[config.mk]
export PLATFORM = sky130hd
export DESIGN_NAME = accel_direction_detector
export DESIGN_NICKNAME = d
export VERILOG_FILES = /design/src/common/direction_pkg.sv /design/src/core/accel_direction_detector.sv
export SDC_FILE = /design/constraint.sdc
export NUM_CORES = 1
export LEC_CHECK = 0
export ABC_CLOCK_PERIOD_IN_PS = 4100
export BUFFER_PORTS_ARGS = -buffer_cell sky130_fd_sc_hd__buf_2
export CAP_MARGIN = 20
export CORE_MARGIN = 4
export CORE_UTILIZATION = 35
export DETAILED_ROUTE_END_ITERATION = 7
export SYNTH_ARGS = -nofsm -noshare
export SYNTH_HDL_FRONTEND = slang
export SYNTH_SLANG_ARGS = --single-unit
[constraint.sdc]
create_clock -name clock_i -period 4.1 [get_ports clock_i]
set_clock_uncertainty 0.15 [all_clocks]
set_input_delay 0.205 -clock clock_i [delete_from_list [all_inputs] [get_ports clock_i]]
set_output_delay 0.205 -clock clock_i [all_outputs]
set_load 0.1 [all_outputs]
[src/common/direction_pkg.sv]
package direction_pkg;
  // ===========================================================
  // register addresses
  localparam logic [7:0] ADDR_CONFIG = 8'h38;
  localparam logic [7:0] ADDR_SOURCE = 8'h39;
  localparam logic [7:0] ADDR_ACK = 8'h3a;
  localparam logic [7:0] ADDR_INNER_LOW = 8'h3c;
  localparam logic [7:0] ADDR_INNER_HIGH = 8'h3d;
  localparam logic [7:0] ADDR_OUTER_LOW = 8'h3e;
  localparam logic [7:0] ADDR_OUTER_HIGH = 8'h3f;
  // ===========================================================
  // config fields
  localparam int CFG_IRQ_ENABLE = 7;
  localparam int CFG_LATCH = 6;
  localparam int CFG_Z_HIGH = 5;
  localparam int CFG_Z_LOW = 4;
  localparam int CFG_Y_HIGH = 3;
  localparam int CFG_Y_LOW = 2;
  localparam int CFG_X_HIGH = 1;
  localparam int CFG_X_LOW = 0;
  // source fields: bit 7 reads zero
  localparam int SRC_ACTIVE = 6;
  localparam int SRC_FLAGS_MSB = 5;
  localparam int CFG_ENABLE_MSB = 5;
  // per-axis flag pair codes, {high, low}
  localparam logic [1:0] FLAGS_NONE = 2'h0;
  localparam logic [1:0] FLAGS_LOW = 2'h1;
  localparam logic [1:0] FLAGS_HIGH = 2'h2;
  localparam logic [5:0] DIR_ZERO = 6'h00;
  // axis flag pair at bit 2*axis (low) and 2*axis+1 (high), axis 0=x
  localparam logic [7:0] BYTE_ZERO = 8'h00;
  localparam logic [15:0] WORD_ZERO = 16'h0000;
  localparam int AXES = 3;
endpackage

[src/core/accel_direction_detector.sv]
`timescale 1ns/1ps
// How it works
// interrupt output driven only when enable set
// latch holds request until acknowledge read
// per-axis high enables gate interrupt requests
// per-axis low enables gate interrupt requests
// event flag set on direction change
// high flag above outer positive threshold
// low flag beyond outer negative threshold
// flags clear below inner threshold magnitude
// acknowledge read releases the latch and clears the latched event bit
// outer threshold sixteen bits, low byte first
// inner threshold sixteen bits, same compare
// unlatched source follows every new sample
module accel_direction_detector
  import direction_pkg::*;
(
  input wire logic clock_i,
  input wire logic resetn_i,
  input wire logic sample_valid_i,
  input wire logic [15:0] x_sample_i,
  input wire logic [15:0] y_sample_i,
  input wire logic [15:0] z_sample_i,
  input wire logic reg_write_i,
  input wire logic reg_read_i,
  input wire logic [7:0] reg_addr_i,
  input wire logic [7:0] reg_wdata_i,
  output logic [7:0] reg_rdata_o,
  output logic direction_irq_o
);

  // ===========================================================
  // helpers
  // 8000h has no positive twin; its magnitude reads as 8000h unsigned
  function automatic logic [15:0] magnitude(input logic [15:0] s);
    magnitude = s[15] ? 16'(-s) : s;
  endfunction

  // ===========================================================
  // configuration and thresholds
  logic [7:0] config_reg, config_next;
  logic [15:0] inner_reg, inner_next;
  logic [15:0] outer_reg, outer_next;

  always_comb begin
    config_next = config_reg;
    inner_next = inner_reg;
    outer_next = outer_reg;
    if (reg_write_i) begin
      unique case (reg_addr_i)
        ADDR_CONFIG: config_next = reg_wdata_i;
        ADDR_INNER_LOW: inner_next[7:0] = reg_wdata_i;
        ADDR_INNER_HIGH: inner_next[15:8] = reg_wdata_i;
        ADDR_OUTER_LOW: outer_next[7:0] = reg_wdata_i;
        ADDR_OUTER_HIGH: outer_next[15:8] = reg_wdata_i;
        default: ;
      endcase
    end
  end

  always_ff @(posedge clock_i) begin
    if (!resetn_i) begin
      config_reg <= BYTE_ZERO;
      inner_reg <= WORD_ZERO;
      outer_reg <= WORD_ZERO;
    end else begin
      config_reg <= config_next;
      inner_reg <= inner_next;
      outer_reg <= outer_next;
    end
  end

  // ===========================================================
  // per-axis hysteresis direction state
  logic [15:0] sample [AXES];
  logic [5:0] dir_reg, dir_next;
  logic [5:0] enables;
  assign sample[0] = x_sample_i;
  assign sample[1] = y_sample_i;
  assign sample[2] = z_sample_i;
  assign enables = config_reg[CFG_ENABLE_MSB:0];

  always_comb begin
    dir_next = dir_reg;
    if (sample_valid_i) begin
      for (int a = 0; a < AXES; a++) begin
        // flag held between thresholds; compares are on unsigned magnitudes
        if (magnitude(sample[a]) < inner_reg) begin
          dir_next[2*a +: 2] = FLAGS_NONE;
        end else if (!sample[a][15] && sample[a] > outer_reg) begin
          dir_next[2*a +: 2] = FLAGS_HIGH;
        end else if (sample[a][15] && magnitude(sample[a]) > outer_reg) begin
          dir_next[2*a +: 2] = FLAGS_LOW;
        end
      end
    end
  end

  // ===========================================================
  // source register, latch and interrupt
  // in latched mode ack clears the event bit and releases the hold; the flags refresh on the next sample
  logic [7:0] source_reg, source_next;
  logic held_reg, held_next;
  logic irq_reg, irq_next;
  logic [7:0] rdata_reg, rdata_next;
  logic changed;
  logic ack_read;

  assign changed = sample_valid_i && ((dir_next & enables) != (dir_reg & enables));
  assign ack_read = reg_read_i && reg_addr_i == ADDR_ACK;

  always_comb begin
    source_next = source_reg;
    held_next = held_reg;
    if (!config_reg[CFG_LATCH]) begin
      held_next = 1'b0;
      if (sample_valid_i) begin
        source_next = {1'b0, changed, dir_next};
      end
    end else begin
      // new event wins over a same-cycle acknowledge
      if (ack_read) begin
        held_next = 1'b0;
      end
      if (sample_valid_i && (!held_reg || ack_read)) begin
        source_next = {1'b0, changed, dir_next};
        held_next = changed;
      end else if (ack_read) begin
        source_next[SRC_ACTIVE] = 1'b0;
      end
    end
    irq_next = config_reg[CFG_IRQ_ENABLE] && source_next[SRC_ACTIVE];
  end

  always_comb begin
    rdata_next = rdata_reg;
    if (reg_read_i) begin
      unique case (reg_addr_i)
        ADDR_CONFIG: rdata_next = config_reg;
        ADDR_SOURCE: rdata_next = source_reg;
        ADDR_INNER_LOW: rdata_next = inner_reg[7:0];
        ADDR_INNER_HIGH: rdata_next = inner_reg[15:8];
        ADDR_OUTER_LOW: rdata_next = outer_reg[7:0];
        ADDR_OUTER_HIGH: rdata_next = outer_reg[15:8];
        // acknowledge and holes read zero; the value carries no meaning
        default: rdata_next = BYTE_ZERO;
      endcase
    end
  end

  always_ff @(posedge clock_i) begin
    if (!resetn_i) begin
      dir_reg <= DIR_ZERO;
      source_reg <= BYTE_ZERO;
      held_reg <= 1'b0;
      irq_reg <= 1'b0;
      rdata_reg <= BYTE_ZERO;
    end else begin
      dir_reg <= dir_next;
      source_reg <= source_next;
      held_reg <= held_next;
      irq_reg <= irq_next;
      rdata_reg <= rdata_next;
    end
  end

  assign reg_rdata_o = rdata_reg;
  assign direction_irq_o = irq_reg;

  // ===========================================================
  // checks
  AST_IRQ_GATED: assert property (@(posedge clock_i) disable iff (!resetn_i)
    direction_irq_o |-> $past(config_reg[CFG_IRQ_ENABLE]))
    else $error("irq without enable");
  AST_LATCH_HOLDS: assert property (@(posedge clock_i) disable iff (!resetn_i)
    held_reg && config_reg[CFG_LATCH] && !ack_read |=> $stable(source_reg))
    else $error("latched source changed");
  AST_ACK_RELEASES: assert property (@(posedge clock_i) disable iff (!resetn_i)
    config_reg[CFG_LATCH] && ack_read && !sample_valid_i |=> !held_reg)
    else $error("ack did not release");
  AST_HIGH_FLAG: assert property (@(posedge clock_i) disable iff (!resetn_i)
    sample_valid_i && !x_sample_i[15] && x_sample_i > outer_reg
    && x_sample_i >= inner_reg |=> dir_reg[1:0] == FLAGS_HIGH)
    else $error("x high flag missing");
  AST_LOW_FLAG: assert property (@(posedge clock_i) disable iff (!resetn_i)
    sample_valid_i && y_sample_i[15] && magnitude(y_sample_i) > outer_reg
    && magnitude(y_sample_i) >= inner_reg |=> dir_reg[3:2] == FLAGS_LOW)
    else $error("y low flag missing");
  AST_INNER_CLEARS: assert property (@(posedge clock_i) disable iff (!resetn_i)
    sample_valid_i && magnitude(z_sample_i) < inner_reg |=> dir_reg[5:4] == FLAGS_NONE)
    else $error("z flags not cleared");
  AST_EVENT_ACTIVE: assert property (@(posedge clock_i) disable iff (!resetn_i)
    !config_reg[CFG_LATCH] && sample_valid_i |=> source_reg[SRC_ACTIVE] == $past(changed))
    else $error("event flag mismatch");
  AST_UNLATCHED_FOLLOWS: assert property (@(posedge clock_i) disable iff (!resetn_i)
    !config_reg[CFG_LATCH] && sample_valid_i |=> source_reg[SRC_FLAGS_MSB:0] == dir_reg)
    else $error("source stale");
  AST_OUTER_BYTES: assert property (@(posedge clock_i) disable iff (!resetn_i)
    reg_write_i && reg_addr_i == ADDR_OUTER_HIGH |=> outer_reg[15:8] == $past(reg_wdata_i))
    else $error("outer high byte");
  AST_INNER_BYTES: assert property (@(posedge clock_i) disable iff (!resetn_i)
    reg_write_i && reg_addr_i == ADDR_INNER_LOW |=> inner_reg[7:0] == $past(reg_wdata_i))
    else $error("inner low byte");
  AST_ENABLE_MASK: assert property (@(posedge clock_i) disable iff (!resetn_i)
    sample_valid_i && !held_reg && enables == DIR_ZERO |=> !source_reg[SRC_ACTIVE])
    else $error("event with all enables off");
  AST_OUTER_LOW_BYTE: assert property (@(posedge clock_i) disable iff (!resetn_i)
    reg_write_i && reg_addr_i == ADDR_OUTER_LOW |=> outer_reg[7:0] == $past(reg_wdata_i))
    else $error("outer low byte");
  AST_INNER_HIGH_BYTE: assert property (@(posedge clock_i) disable iff (!resetn_i)
    reg_write_i && reg_addr_i == ADDR_INNER_HIGH |=> inner_reg[15:8] == $past(reg_wdata_i))
    else $error("inner high byte");
  AST_ACK_CLEARS_EVENT: assert property (@(posedge clock_i) disable iff (!resetn_i)
    config_reg[CFG_LATCH] && ack_read && !sample_valid_i |=> !source_reg[SRC_ACTIVE])
    else $error("ack left event set");
  AST_NO_HOLD_UNLATCHED: assert property (@(posedge clock_i) disable iff (!resetn_i)
    !config_reg[CFG_LATCH] |=> !held_reg)
    else $error("held without latch");
  AST_IRQ_STANDS: assert property (@(posedge clock_i) disable iff (!resetn_i)
    config_reg[CFG_IRQ_ENABLE] && source_reg[SRC_ACTIVE] && !sample_valid_i && !ack_read
    && !reg_write_i |=> direction_irq_o)
    else $error("irq dropped while event set");

endmodule

After elaboration in Yosys (flattened, before gate mapping). Cells that the tools add are included.

Register bits: 64. Latch bits: 0. RAM bits: 0. ROM bits: 0. Output and inout bits: 9. Logic and storage cells: 80. Memories kept: 0.

Add/sub/neg operators: 3. Multipliers: 0. Divide/modulo/power cells: 0. Magnitude comparators: 9. Equal/unequal tests: 9. Shifts and indexed selects: 0. Muxes and demuxes: 22. Bitwise gates (word level): 2. Reductions and logical operators: 24.

Operators by type and width (count): > comparator 16 bit (6); equality test 8 x 6 -> 1 bit (second input constant) (7); less-than comparator 16 bit (3); 2-to-1 mux 16 bit (3); negator 16 bit (3); case mux 8 bit (6 select lines) (1); 2-to-1 mux 2 bit (9); 2-to-1 mux 8 bit (2); AND reduction 2 bit (7); AND 6 bit (2); 2-to-1 mux 6 bit (2); logical AND 1 bit (10); inequality test 6 bit (1); 2-to-1 mux 1 bit (5); zero test 1 bit (4); nonzero test 2 bit (2); inequality test 2 x 1 -> 1 bit (second input constant) (1); logical OR 1 bit (1).

Depth between registers and ports, before layout. Gate-level depths: netlist (run 1).

Depth after elaboration: 14. Gate-level depth with buffers: 17.

Worst setup path before layout (run 1). OpenSTA, ideal clock, no wires.

Path type: input -> register. Start point: in y_sample_i[5]. End point: reg held_reg. Library setup time: 0.135 ns. Arrival time: 3.218 ns. Path slack: 0.597 ns. Stages: 15. Path buffers: 0. Cell sequence: nor4_1 -> nand2b_1 -> nor2_1 -> nand2_1 -> o41ai_1 -> xnor2_1 -> ha_1 -> a21oi_1 -> nand2_1 -> a21o_1 -> o41ai_2 -> or4_4 -> a21oi_2 -> nor4_2 -> a31oi_1.

Cells in the longest elaborated chain, start to end: 12. Elaborated cells on any way between the ends: 15.

RTL lines: start, declared (line accel_direction_detector.sv:22) `input wire logic [15:0] y_sample_i,`; negator 16 bit (line accel_direction_detector.sv:36) `magnitude = s[15] ? 16'(-s) : s;`; 2-to-1 mux 16 bit (line accel_direction_detector.sv:36); > comparator 16 bit (line accel_direction_detector.sv:92) `end else if (sample[a][15] && magnitude(sample[a]) > outer_reg) begin`; logical AND 1 bit (line accel_direction_detector.sv:92); 2-to-1 mux 2 bit (line accel_direction_detector.sv:92); 2-to-1 mux 2 bit (line accel_direction_detector.sv:90) `end else if (!sample[a][15] && sample[a] > outer_reg) begin`; 2-to-1 mux 2 bit (*) (line accel_direction_detector.sv:88) `if (magnitude(sample[a]) < inner_reg) begin`; 2-to-1 mux 6 bit (*) (line accel_direction_detector.sv:85) `if (sample_valid_i) begin`; AND 6 bit (*) (line accel_direction_detector.sv:109) `assign changed = sample_valid_i && ((dir_next & enables) != (dir_reg & enables));`; inequality test 6 bit (*) (line accel_direction_detector.sv:109); logical AND 1 bit (*) (line accel_direction_detector.sv:109); 2-to-1 mux 1 bit (*) (line accel_direction_detector.sv:125) `if (sample_valid_i && (!held_reg || ack_read)) begin`; end signal, assigned (line accel_direction_detector.sv:161) `held_reg <= held_next;`; end, declared (line accel_direction_detector.sv:103) `logic held_reg, held_next;`.

Mark *: on every way between the ends. The rest lies on a longest branch, timed or not. A chain may end at the register's enable or synchronous reset.

Final worst setup path (run 1).
Start point: in z_sample_i[7]. End point: reg irq_reg, in the netlist direction_irq_o.

Cells in the longest elaborated chain, start to end: 14. Elaborated cells on any way between the ends: 18.

RTL lines: start, declared (line accel_direction_detector.sv:23) `input wire logic [15:0] z_sample_i,`; negator 16 bit (line accel_direction_detector.sv:36); 2-to-1 mux 16 bit (line accel_direction_detector.sv:36); > comparator 16 bit (line accel_direction_detector.sv:92); logical AND 1 bit (line accel_direction_detector.sv:92); 2-to-1 mux 2 bit (line accel_direction_detector.sv:92); 2-to-1 mux 2 bit (line accel_direction_detector.sv:90); 2-to-1 mux 2 bit (*) (line accel_direction_detector.sv:88); 2-to-1 mux 6 bit (*) (line accel_direction_detector.sv:85); AND 6 bit (*) (line accel_direction_detector.sv:109); inequality test 6 bit (*) (line accel_direction_detector.sv:109); logical AND 1 bit (*) (line accel_direction_detector.sv:109); 2-to-1 mux 8 bit / 2-to-1 mux 1 bit (equally long branches) (line accel_direction_detector.sv:117, accel_direction_detector.sv:125); 2-to-1 mux 8 bit (*) (line accel_direction_detector.sv:115) `if (!config_reg[CFG_LATCH]) begin`; logical AND 1 bit (*) (line accel_direction_detector.sv:132) `irq_next = config_reg[CFG_IRQ_ENABLE] && source_next[SRC_ACTIVE];`; end signal, assigned (line accel_direction_detector.sv:162) `irq_reg <= irq_next;`; end, declared (line accel_direction_detector.sv:104) `logic irq_reg, irq_next;`.

Mark *: on every way between the ends. The rest lies on a longest branch, timed or not. The select of a mux whose other input is x is not followed.

==> impl_metrics.tcl, run 1 <==
set metrics [dict create \
    numCtsBuffers 9 \
    synth-compound-area-share_pct 23.96 \
    yosysTopAreaCellShare_pct 25.08 \
    cts_tree "built" \
    area_delta_synth_final_pct 15.10 \
    cp-start-kind "primary input" \
    nets 1166 \
    peakVddDrop_v 0.0002337 \
    design.portCount 78 \
    clock_sinks 63 \
    ys_seq_elements 63 \
    pre_cts_ws_ns 0.09867 \
    min_period_over_period_pct 90.55 \
    synth_flop_cell "dfxtp_1" \
    crit_family "compound AO/OA/AOI/OAI gates" \
    crit_buf_inv 1 \
    cts.path.max_buffers 2 \
    hpwl_um 17630 \
    clk_root_buffer_cell "clkbuf_16" \
    row_count 51 \
    grt_max_degree 63 \
    crit_chain "buf_2, or4_1, or4_1, o31ai_1, xnor2_1, ha_1, nand4_1, a2111o_1, a31oi_1, nor2b_1, o22ai_1, a311oi_1, a211oi_2" \
    crit_arrival_ns 3.82 \
    grt_pass1_vias 6311 \
    drtPass1Iterations 5 \
    yosys-top-cells-count "ha_1, nand2_1, a21oi_1, dfxtp_1, o21ai_0" \
    post-cts-setup-buffer-count 0 \
    drc 0 \
    min_period_ns 3.713 \
    drv_slew 0 \
    synthAdderAreaFrac_pct 25.08 \
    htree_levels 3 \
    outcome "finished, final reports clean" \
    max_cap_violations 0 \
    async_reset_ff_share_pct 0 \
    cp_max_fo 4 \
    setup_viol 0 \
    slowest_delay_ns 0.55 \
    cp.required_ns 4.21 \
    finalHoldViolCount 0 \
    yosys.area_share.simple_pct 22.05 \
    synth_top_family_by_area "adder cells" \
    fmax_ghz 0.2693 \
    cp-end-kind "flop" \
    clk_pin_slew_ns 0.05 \
    maxSlewHeadroom_pct 33.25 \
    wl_per_cell_um 18.78 \
    tns_ns 0 \
    portBuffers 77 \
    fp.dieW_um 149.8 \
    synth-xor-area-share_pct 4.855 \
    dr.first_iter.drc_count 507 \
    vias 6836 \
    antenna_found_initial 0 \
    postSynthAreaPerCell_um2 7.932 \
    track_usage_pct 20.37 \
    synth_cell_types 61 \
    synthMostInstantiatedCell "ha_1" \
    cpMostUsedCell "or4_1" \
    syn-cell-area_mm2 0.007035 \
    synthMuxAreaShare_pct 2.027 \
    hold_path_class "in2reg" \
    insertion_delay_ns 0.33 \
    synthTopCellsByArea "ha_1, dfxtp_1, nand2_1" \
    dp.cells 1210 \
    gp_congestion 0.8956 \
    start_util_pct 35.91 \
    fp.dieArea_mm2 0.02243 \
    gr-total-overflow 0 \
    yosysTopAreaCell "ha_1" \
    synth_edf_count 0 \
    antenna_cells 0 \
    p_leak_uw 0.003053 \
    synth_fp_nets 1097 \
    synth_seq_area_share_pct 17.93 \
    rsz0062_at_grt "no" \
    hold_slack_ns 0.03900 \
    ant_nets 0 \
    cellPowerDensity_mw_per_mm2 262.0 \
    yosys_warnings 0 \
    drive_above_1_share_pct 12.17 \
    core_area_mm2 0.01959 \
    crit_type "in2reg" \
    grt_pass1_wl_um 35320 \
    cp_slowest_cell "or4_1" \
    layout.cells.non_filler 1226 \
    die_h_um 149.8 \
    wirelength_um 23030 \
    avgViaCountPerCell 5.576 \
    syn_inst 887 \
    finalWorstSetupSlack_ns 0.3873 \
    tightest_slew_ns 1.001 \
]
[final timing paths]
kind                                     start               to  slack (ns)  cells past startpoint
worst min-delay path            reg_wdata_i[6]    inner_reg[14]        0.04                      3
worst max register to register   outer_reg[14]  direction_irq_o        0.81                     10
worst max-delay path             z_sample_i[7]  direction_irq_o        0.39                     13
worst min register to register   inner_reg[14]    inner_reg[14]        0.33                      2
[worst min-delay path, stage by stage]
cell	delay [ns]
buf_2	0.14
nand2_1	0.06
a21boi_0	0.06
[stage by stage]
step                      utilization [%]  power [uW]  cell area, um^2
after floorplan                         -       996.9             7036
after global placement              39.36        1150             7711
after detailed placement            39.36        1160             7711
after CTS                           41.30        2127             8092
after global routing                41.34        2230             8098
final                               41.34        2122             8098
[per-layer routing]
| metal | part of all wire [%] | GRT usage, % |
|---|---|---|
| met1 | 46 | 28.13 |
| met5 | 0 | 0 |
| met2 | 47 | 33.28 |
| met3 | 5.2 | 3.271 |
| met4 | 2.1 | 4.986 |
[report_power, final]
part	total [uW]	switching [uW]	internal, uW
Combinational	530	306	224
Sequential	624	5.20	619
Clock	968	280	688
[repair_timing]
item / CTS / global route
setup endpoints to repair: 0 / 3
hold endpoints to repair: 0 / 0
hold buffers: 0 / 0
gates resized for setup: 0 / 1
[cells in the final DEF (no fill, tap or decap), types with 8 or more instances in the layout]
cell	synthesis	final
a21boi_0	36	36
a21o_1	9	9
a21oi_1	63	63
a22oi_1	8	8
and2_1	13	13
buf_2	0	77
buf_4	0	8
clkbuf_16	0	9
dfxtp_1	63	63
ha_1	141	141
inv_1	50	50
mux2i_1	12	12
nand2_1	114	114
nand2b_1	9	9
nand3_1	50	50
nand4_1	26	26
nor2_1	20	20
nor2b_1	27	27
nor3_1	12	12
o21ai_0	52	52
o22ai_1	9	9
o31ai_1	12	12
xnor2_1	39	39
[cell type report]
type                    count  area (um^2)
inverters                  50        187.7
clock inverters             5        127.6
fillers                  2057        11490
well taps                 265        331.6
multi-input cells         747         5492
flip-flops and latches     63         1261
repair buffers             85        445.4
clock buffers              11        252.7
[logic make-up (layout without fill, tap and decap cells)]
| family | Yosys count | count (layout) |
|---|---|---|
| AO/OA/AOI/OAI | 249 | 249 |
| XOR/XNOR | 39 | 39 |
| adder cells (fa/ha/maj) | 141 | 141 |
| buffers and inverters | 77 | 151 |
| flip-flops | 63 | 63 |
| multiplexers | 13 | 13 |
| AND/OR/NAND/NOR | 305 | 305 |
(Power assumes the default switching activity.)
==> inputs of run 2 (changes only) <==
Settings changed: GPL_TIMING_DRIVEN set to 0.
==> run 2 against run 1 <==
  * Largest power group unchanged
  * Routed wire length decreased by 0.48%
  * Worst setup slack worse by 0.14 ns
  * Largest cell class unchanged
  * Critical endpoint unchanged
  * Highest routed layer unchanged
  * Worst hold slack better by 0.0026 ns
  * Critical path type unchanged
  * Register-to-register slack worse by 0.22 ns
  * Count of clock-buffer cells in the layout fell by 2
==> impl_metrics.tcl, run 2 (synthesis results as in run 1) <==
set metrics [dict create \
    cts_hold_buffers 0 \
    core_area_mm2 0.01959 \
    post-cts-setup-buffer-count 0 \
    switching_share_pct 29.25 \
    cts.path.max_buffers 2 \
    dr.first_iter.drc_count 653 \
    wl_per_cell_um 18.41 \
    tns_ns 0 \
    hold_slack_ns 0.04165 \
    start_util_pct 35.91 \
    numCtsBuffers 9 \
    drc 0 \
    min_period_ns 3.857 \
    reg2reg_depth 10 \
    die_h_um 149.8 \
    rsz0062_at_grt "no" \
    clock_sinks 63 \
    finalHoldViolCount 0 \
    crit_type "in2reg" \
    avgViaCountPerCell 5.625 \
    vias 7003 \
    grt_max_degree 13 \
    cts_tree "built" \
    clk_pin_slew_ns 0.05 \
    antenna_cells 0 \
    power_switching_uw 620.5 \
    htree_levels 3 \
    maxSlewHeadroom_pct 36.27 \
    setup_viol 0 \
    cp_max_fo 4 \
    fp.dieW_um 149.8 \
    grt_pass1_vias 6342 \
    design.portCount 78 \
    crit_arrival_ns 3.96 \
    fp.dieArea_mm2 0.02243 \
    hold_path_class "in2reg" \
    finalWorstSetupSlack_ns 0.2425 \
    clk_root_buffer_cell "clkbuf_16" \
    placed_area_mm2 0.007752 \
    outcome "finished, final reports clean" \
    post_cts_resized 0 \
    r2r_slack_ns 0.59 \
    p_leak_uw 0.003045 \
    drtPass1Iterations 5 \
    ant_nets 0 \
    antenna_found_initial 0 \
    regToRegEndpoint "direction_irq_o" \
    critical_path.startpoint "z_sample_i[7]" \
    cp.required_ns 4.21 \
    layout_commonest_cell "ha_1" \
    track_usage_pct 20.03 \
    gr-total-overflow 0 \
    drive_above_1_share_pct 11.43 \
    p_clk_share_pct 45.1 \
    peakVddDrop_v 0.0002286 \
    design_area_mm2 0.008159 \
    cp-end-kind "flop" \
    layout_common_cells "ha_1, nand2_1, buf_2" \
    wirelength_um 22920 \
    portBuffers 76 \
    crit_path_end "direction_irq_o" \
    insertion_delay_ns 0.34 \
    slowest_delay_ns 0.57 \
    hpwl_um 17940 \
    tightest_slew_ns 0.9479 \
    row_count 51 \
    fmax_ghz 0.2592 \
    max_cap_violations 0 \
    nets 1185 \
    cpMostUsedCell "or4_1" \
    drv_slew 0 \
    pre_cts_ws_ns -0.1575 \
    p_comb_share_pct 25.5 \
    grt_pass1_wl_um 34890 \
    crit-reg2reg-launch "outer_reg[14]" \
    p_int_uw 1501 \
    gp_congestion 0.8500 \
    cp_slowest_cell "or4_1" \
    crit_chain "buf_2, or4_1, or4_1, o31ai_1, xnor2_1, ha_1, nand4_1, a2111o_1, a31oi_1, nor2b_1, o22ai_1, a311oi_1, a211oi_2" \
    area_delta_synth_final_pct 15.97 \
    seqPwrFrac_pct 29.4 \
    cellPowerDensity_mw_per_mm2 260.0 \
    min_period_over_period_pct 94.08 \
    cp-start-kind "primary input" \
    power_uw 2121 \
]
-- run 2: per-layer routing --
layer | vias to the layer above | GRT usage, % | routed length (um)
li1 | 3488 | - | -
met1 | 3280 | 28.24 | 10770
met2 | 198 | 32.78 | 10560
met3 | 37 | 2.362 | 1136
met4 | 0 | 4.620 | 449
met5 | - | 0 | 0
-- run 2: worst max-delay path: cells and delay by family --
family | cells | cell delay (ns)
AO/OA/AOI/OAI | 6 | 1.78
AND/OR/NAND/NOR | 4 | 1.39
adder cells (fa/ha/maj) | 1 | 0.32
XOR/XNOR | 1 | 0.16
buffers and inverters | 1 | 0.13
-- run 2: layout make-up --
type                       count  area, um^2
multi-input combinational    747        5522
timing repair buffer          77       385.4
fill                        2047       11430
clock buffer                   9       225.2
inverter                      50       187.7
sequential                    63        1261
buffer                        27       101.3
tap                          265       331.6
clock inverter                 7       145.1
-- run 2: power by group through the flow --
stage / Sequential, uW / Combinational (uW) / Clock [uW]
after floorplan: 635 / 362 / 0
after detailed placement: 636 / 528 / 0
after CTS: 623 / 532 / 961
after global routing: 623 / 613 / 983
after global placement: 636 / 520 / 0
final: 623 / 542 / 957
-- run 2: through the flow --
stage / util (%) / cells
4_1_cts: 41.46 / 1245
2_1_floorplan: - / 887
5_1_grt: 41.65 / 1245
3_3_place_gp: 39.55 / 1228
6_report: 41.65 / 1245
3_5_place_dp: 39.57 / 1229
-- run 2: how the worst min path moves through the flow --
stage | slack, ns | from | to | cells past startpoint
2_1_floorplan | 0.20 | reg_wdata_i[3] | inner_reg[11] | 2
3_3_place_gp | 0.30 | source_reg[2] | source_reg[2] | 2
3_5_place_dp | 0.30 | source_reg[2] | source_reg[2] | 2
4_1_cts | 0.04 | reg_wdata_i[2] | outer_reg[2] | 3
5_1_grt | 0.05 | reg_wdata_i[5] | inner_reg[13] | 3
6_report | 0.04 | reg_wdata_i[7] | config_reg[7] | 3
==> inputs of run 3 (changes only) <==
Settings changed: BUFFER_PORTS_ARGS -buffer_cell sky130_fd_sc_hd__buf_2 to not set, DONT_BUFFER_PORTS set to 1.
==> run 3 against run 2 <==
  * Core utilization is 1.9 points lower
  * Worst setup slack improved by 0.11 ns
  * Routed wire length down 0.30%
  * Count of clock-buffer cells in the layout did not move
  * Cell area is 4.5% lower
  * Register-to-register slack lost 0.02 ns
  * Cell count shrank 5.4%
  * Combinational power fell by 11%
  * Maximum frequency up 3.0%
  * Total power shrank 8.7%
  * Largest cell class unchanged
  * Critical endpoint is now held_reg
==> impl_metrics.tcl, run 3 (synthesis results as in run 1) <==
set metrics [dict create \
    nets 1118 \
    crit_arrival_ns 3.80 \
    min_period_over_period_pct 91.33 \
    hold_slack_ns 0.09349 \
    cp_max_fo 5 \
    cpMostUsedCell "nand2_1" \
    gr-total-overflow 0 \
    switching_share_pct 29.87 \
    outcome "finished, final reports clean" \
    grt_pass1_wl_um 35270 \
    drive_above_1_share_pct 3.614 \
    drc 0 \
    wl_per_cell_um 19.39 \
    cp-end-kind "flop" \
    clk_pin_slew_ns 0.06 \
    design_area_mm2 0.007791 \
    grt_pass1_vias 6384 \
    drtPass1Iterations 5 \
    power_switching_uw 578.8 \
    grt_max_degree 13 \
    layout.cells.non_filler 1178 \
    p_leak_uw 0.002740 \
    antenna_cells 0 \
    row_count 51 \
    numCtsBuffers 9 \
    dr.first_iter.drc_count 533 \
    die_h_um 149.8 \
    rsz0062_at_grt "no" \
    fp.dieArea_mm2 0.02243 \
    finalHoldViolCount 0 \
    crit_type "in2reg" \
    ant_nets 0 \
    reg2reg_depth 10 \
    hpwl_um 17940 \
    avgViaCountPerCell 5.747 \
    antenna_found_initial 0 \
    insertion_delay_ns 0.34 \
    hold_path_class "in2reg" \
    whs_path_depth 4 \
    cts_tree "built" \
    design.portCount 78 \
    htree_levels 3 \
    crit_chain "nor4_1, nand2b_1, nor2_1, nand2_1, o41ai_1, xnor2_1, ha_1, a21oi_1, nand2_1, a21o_1, o41ai_2, or4_4, a21oi_2, nor4_2, a31oi_1" \
    track_usage_pct 20.20 \
    clk_root_buffer_cell "clkbuf_16" \
    crit_path_end "held_reg" \
    p_int_uw 1359 \
    cp-start-kind "primary input" \
    area_delta_synth_final_pct 10.74 \
    clock_sinks 63 \
    start_util_pct 35.91 \
    p_clk_share_pct 42.8 \
    fmax_ghz 0.2670 \
    cellPowerDensity_mw_per_mm2 248.7 \
    cp.required_ns 4.16 \
    core_area_mm2 0.01959 \
    r2r_slack_ns 0.57 \
    vias 6770 \
    seqPwrFrac_pct 32.1 \
    min_period_ns 3.745 \
    fp.dieW_um 149.8 \
    cp_slowest_cell "o41ai_2" \
    setup_viol 0 \
    drv_slew 0 \
    p_comb_share_pct 25.0 \
    peakVddDrop_v 0.0001822 \
    cts.path.max_buffers 2 \
    layout_commonest_cell "ha_1" \
    critical_path.startpoint "y_sample_i[5]" \
    wirelength_um 22850 \
    maxSlewHeadroom_pct 34.75 \
    tightest_slew_ns 0.9774 \
    placed_area_mm2 0.007372 \
    max_cap_violations 0 \
    gp_congestion 0.8803 \
    layout_common_cells "ha_1, nand2_1, a21oi_1, dfxtp_1, o21ai_0" \
    portBuffers 0 \
    crit-reg2reg-launch "outer_reg[7]" \
    regToRegEndpoint "direction_irq_o" \
    post-route-util_pct 39.77 \
    dp.cells 1153 \
    slowest_delay_ns 0.59 \
]
-- run 3: cell count changes in the layout (fill, tap and decap cells not counted), sizes merged --
cell         change
buf             -76
clkinvlp         +1
clkinv           +1
bufinv           -2
dlygate4sd3      +9
-- run 3: power groups by stage --
stage                     registers, uW  logic [uW]  clock network [uW]
after floorplan                     635         362                   0
after global placement              636         450                   0
after detailed placement            636         461                   0
after CTS                           622         479                 834
after global routing                623         553                 855
final                               623         485                 830
-- run 3: what timing repair did --
action                                 CTS  global route
buffers inserted                         0             0
setup endpoints to repair                0             3
endpoints found under the hold margin   43             0
hold buffers                             9             0
resized for setup                        0             1
-- run 3: how the worst min path moves through the flow --
stage / start / to / slack (ns)
global route: reg_addr_i[2] / held_reg / 0.16
CTS: reg_addr_i[2] / held_reg / 0.08
detailed placement: reg_wdata_i[6] / inner_reg[14] / 0.21
finish: reg_addr_i[2] / held_reg / 0.09
global placement: reg_wdata_i[1] / inner_reg[9] / 0.20
floorplan: reg_wdata_i[3] / inner_reg[11] / 0.20
-- run 3: area by class of cell --
| type | instances | area [um^2] |
|---|---|---|
| Sequential cell | 63 | 1261 |
| Fill cell | 2061 | 11800 |
| Timing Repair Buffer | 10 | 95.09 |
| Buffer | 27 | 101.3 |
| Multi-Input combinational cell | 747 | 5492 |
| Inverter | 50 | 187.7 |
| Clock buffer | 9 | 225.2 |
| Clock inverter | 7 | 97.59 |
| Tap cell | 265 | 331.6 |
-- run 3: per-layer routing --
metal	GRT usage (%)	up-vias	share of wire [%]
li1	-	3344	-
met2	33.30	227	46
met4	6.267	0	2.7
met1	27.10	3157	44
met3	3.301	42	7.3
met5	0	-	0
-- run 3: through the flow --
| step | power (uW) | setup TNS [ns] | setup WS [ns] |
|---|---|---|---|
| 2_1_floorplan | 996.9 | 0 | 0.5971 |
| 6_report | 1938 | 0 | 0.3553 |
| 4_1_cts | 1936 | 0 | 0.2900 |
| 5_1_grt | 2031 | 0 | 0.01487 |
| 3_5_place_dp | 1097 | -0.2022 | -0.07322 |
| 3_3_place_gp | 1086 | 0 | 0.008279 |
-- run 3: critical path: cells and delay by family --
family	cells	cell delay, ns
AND/OR/NAND/NOR	7	1.48
XOR/XNOR	1	0.25
AO/OA/AOI/OAI	6	1.53
adder cells (fa/ha/maj)	1	0.33
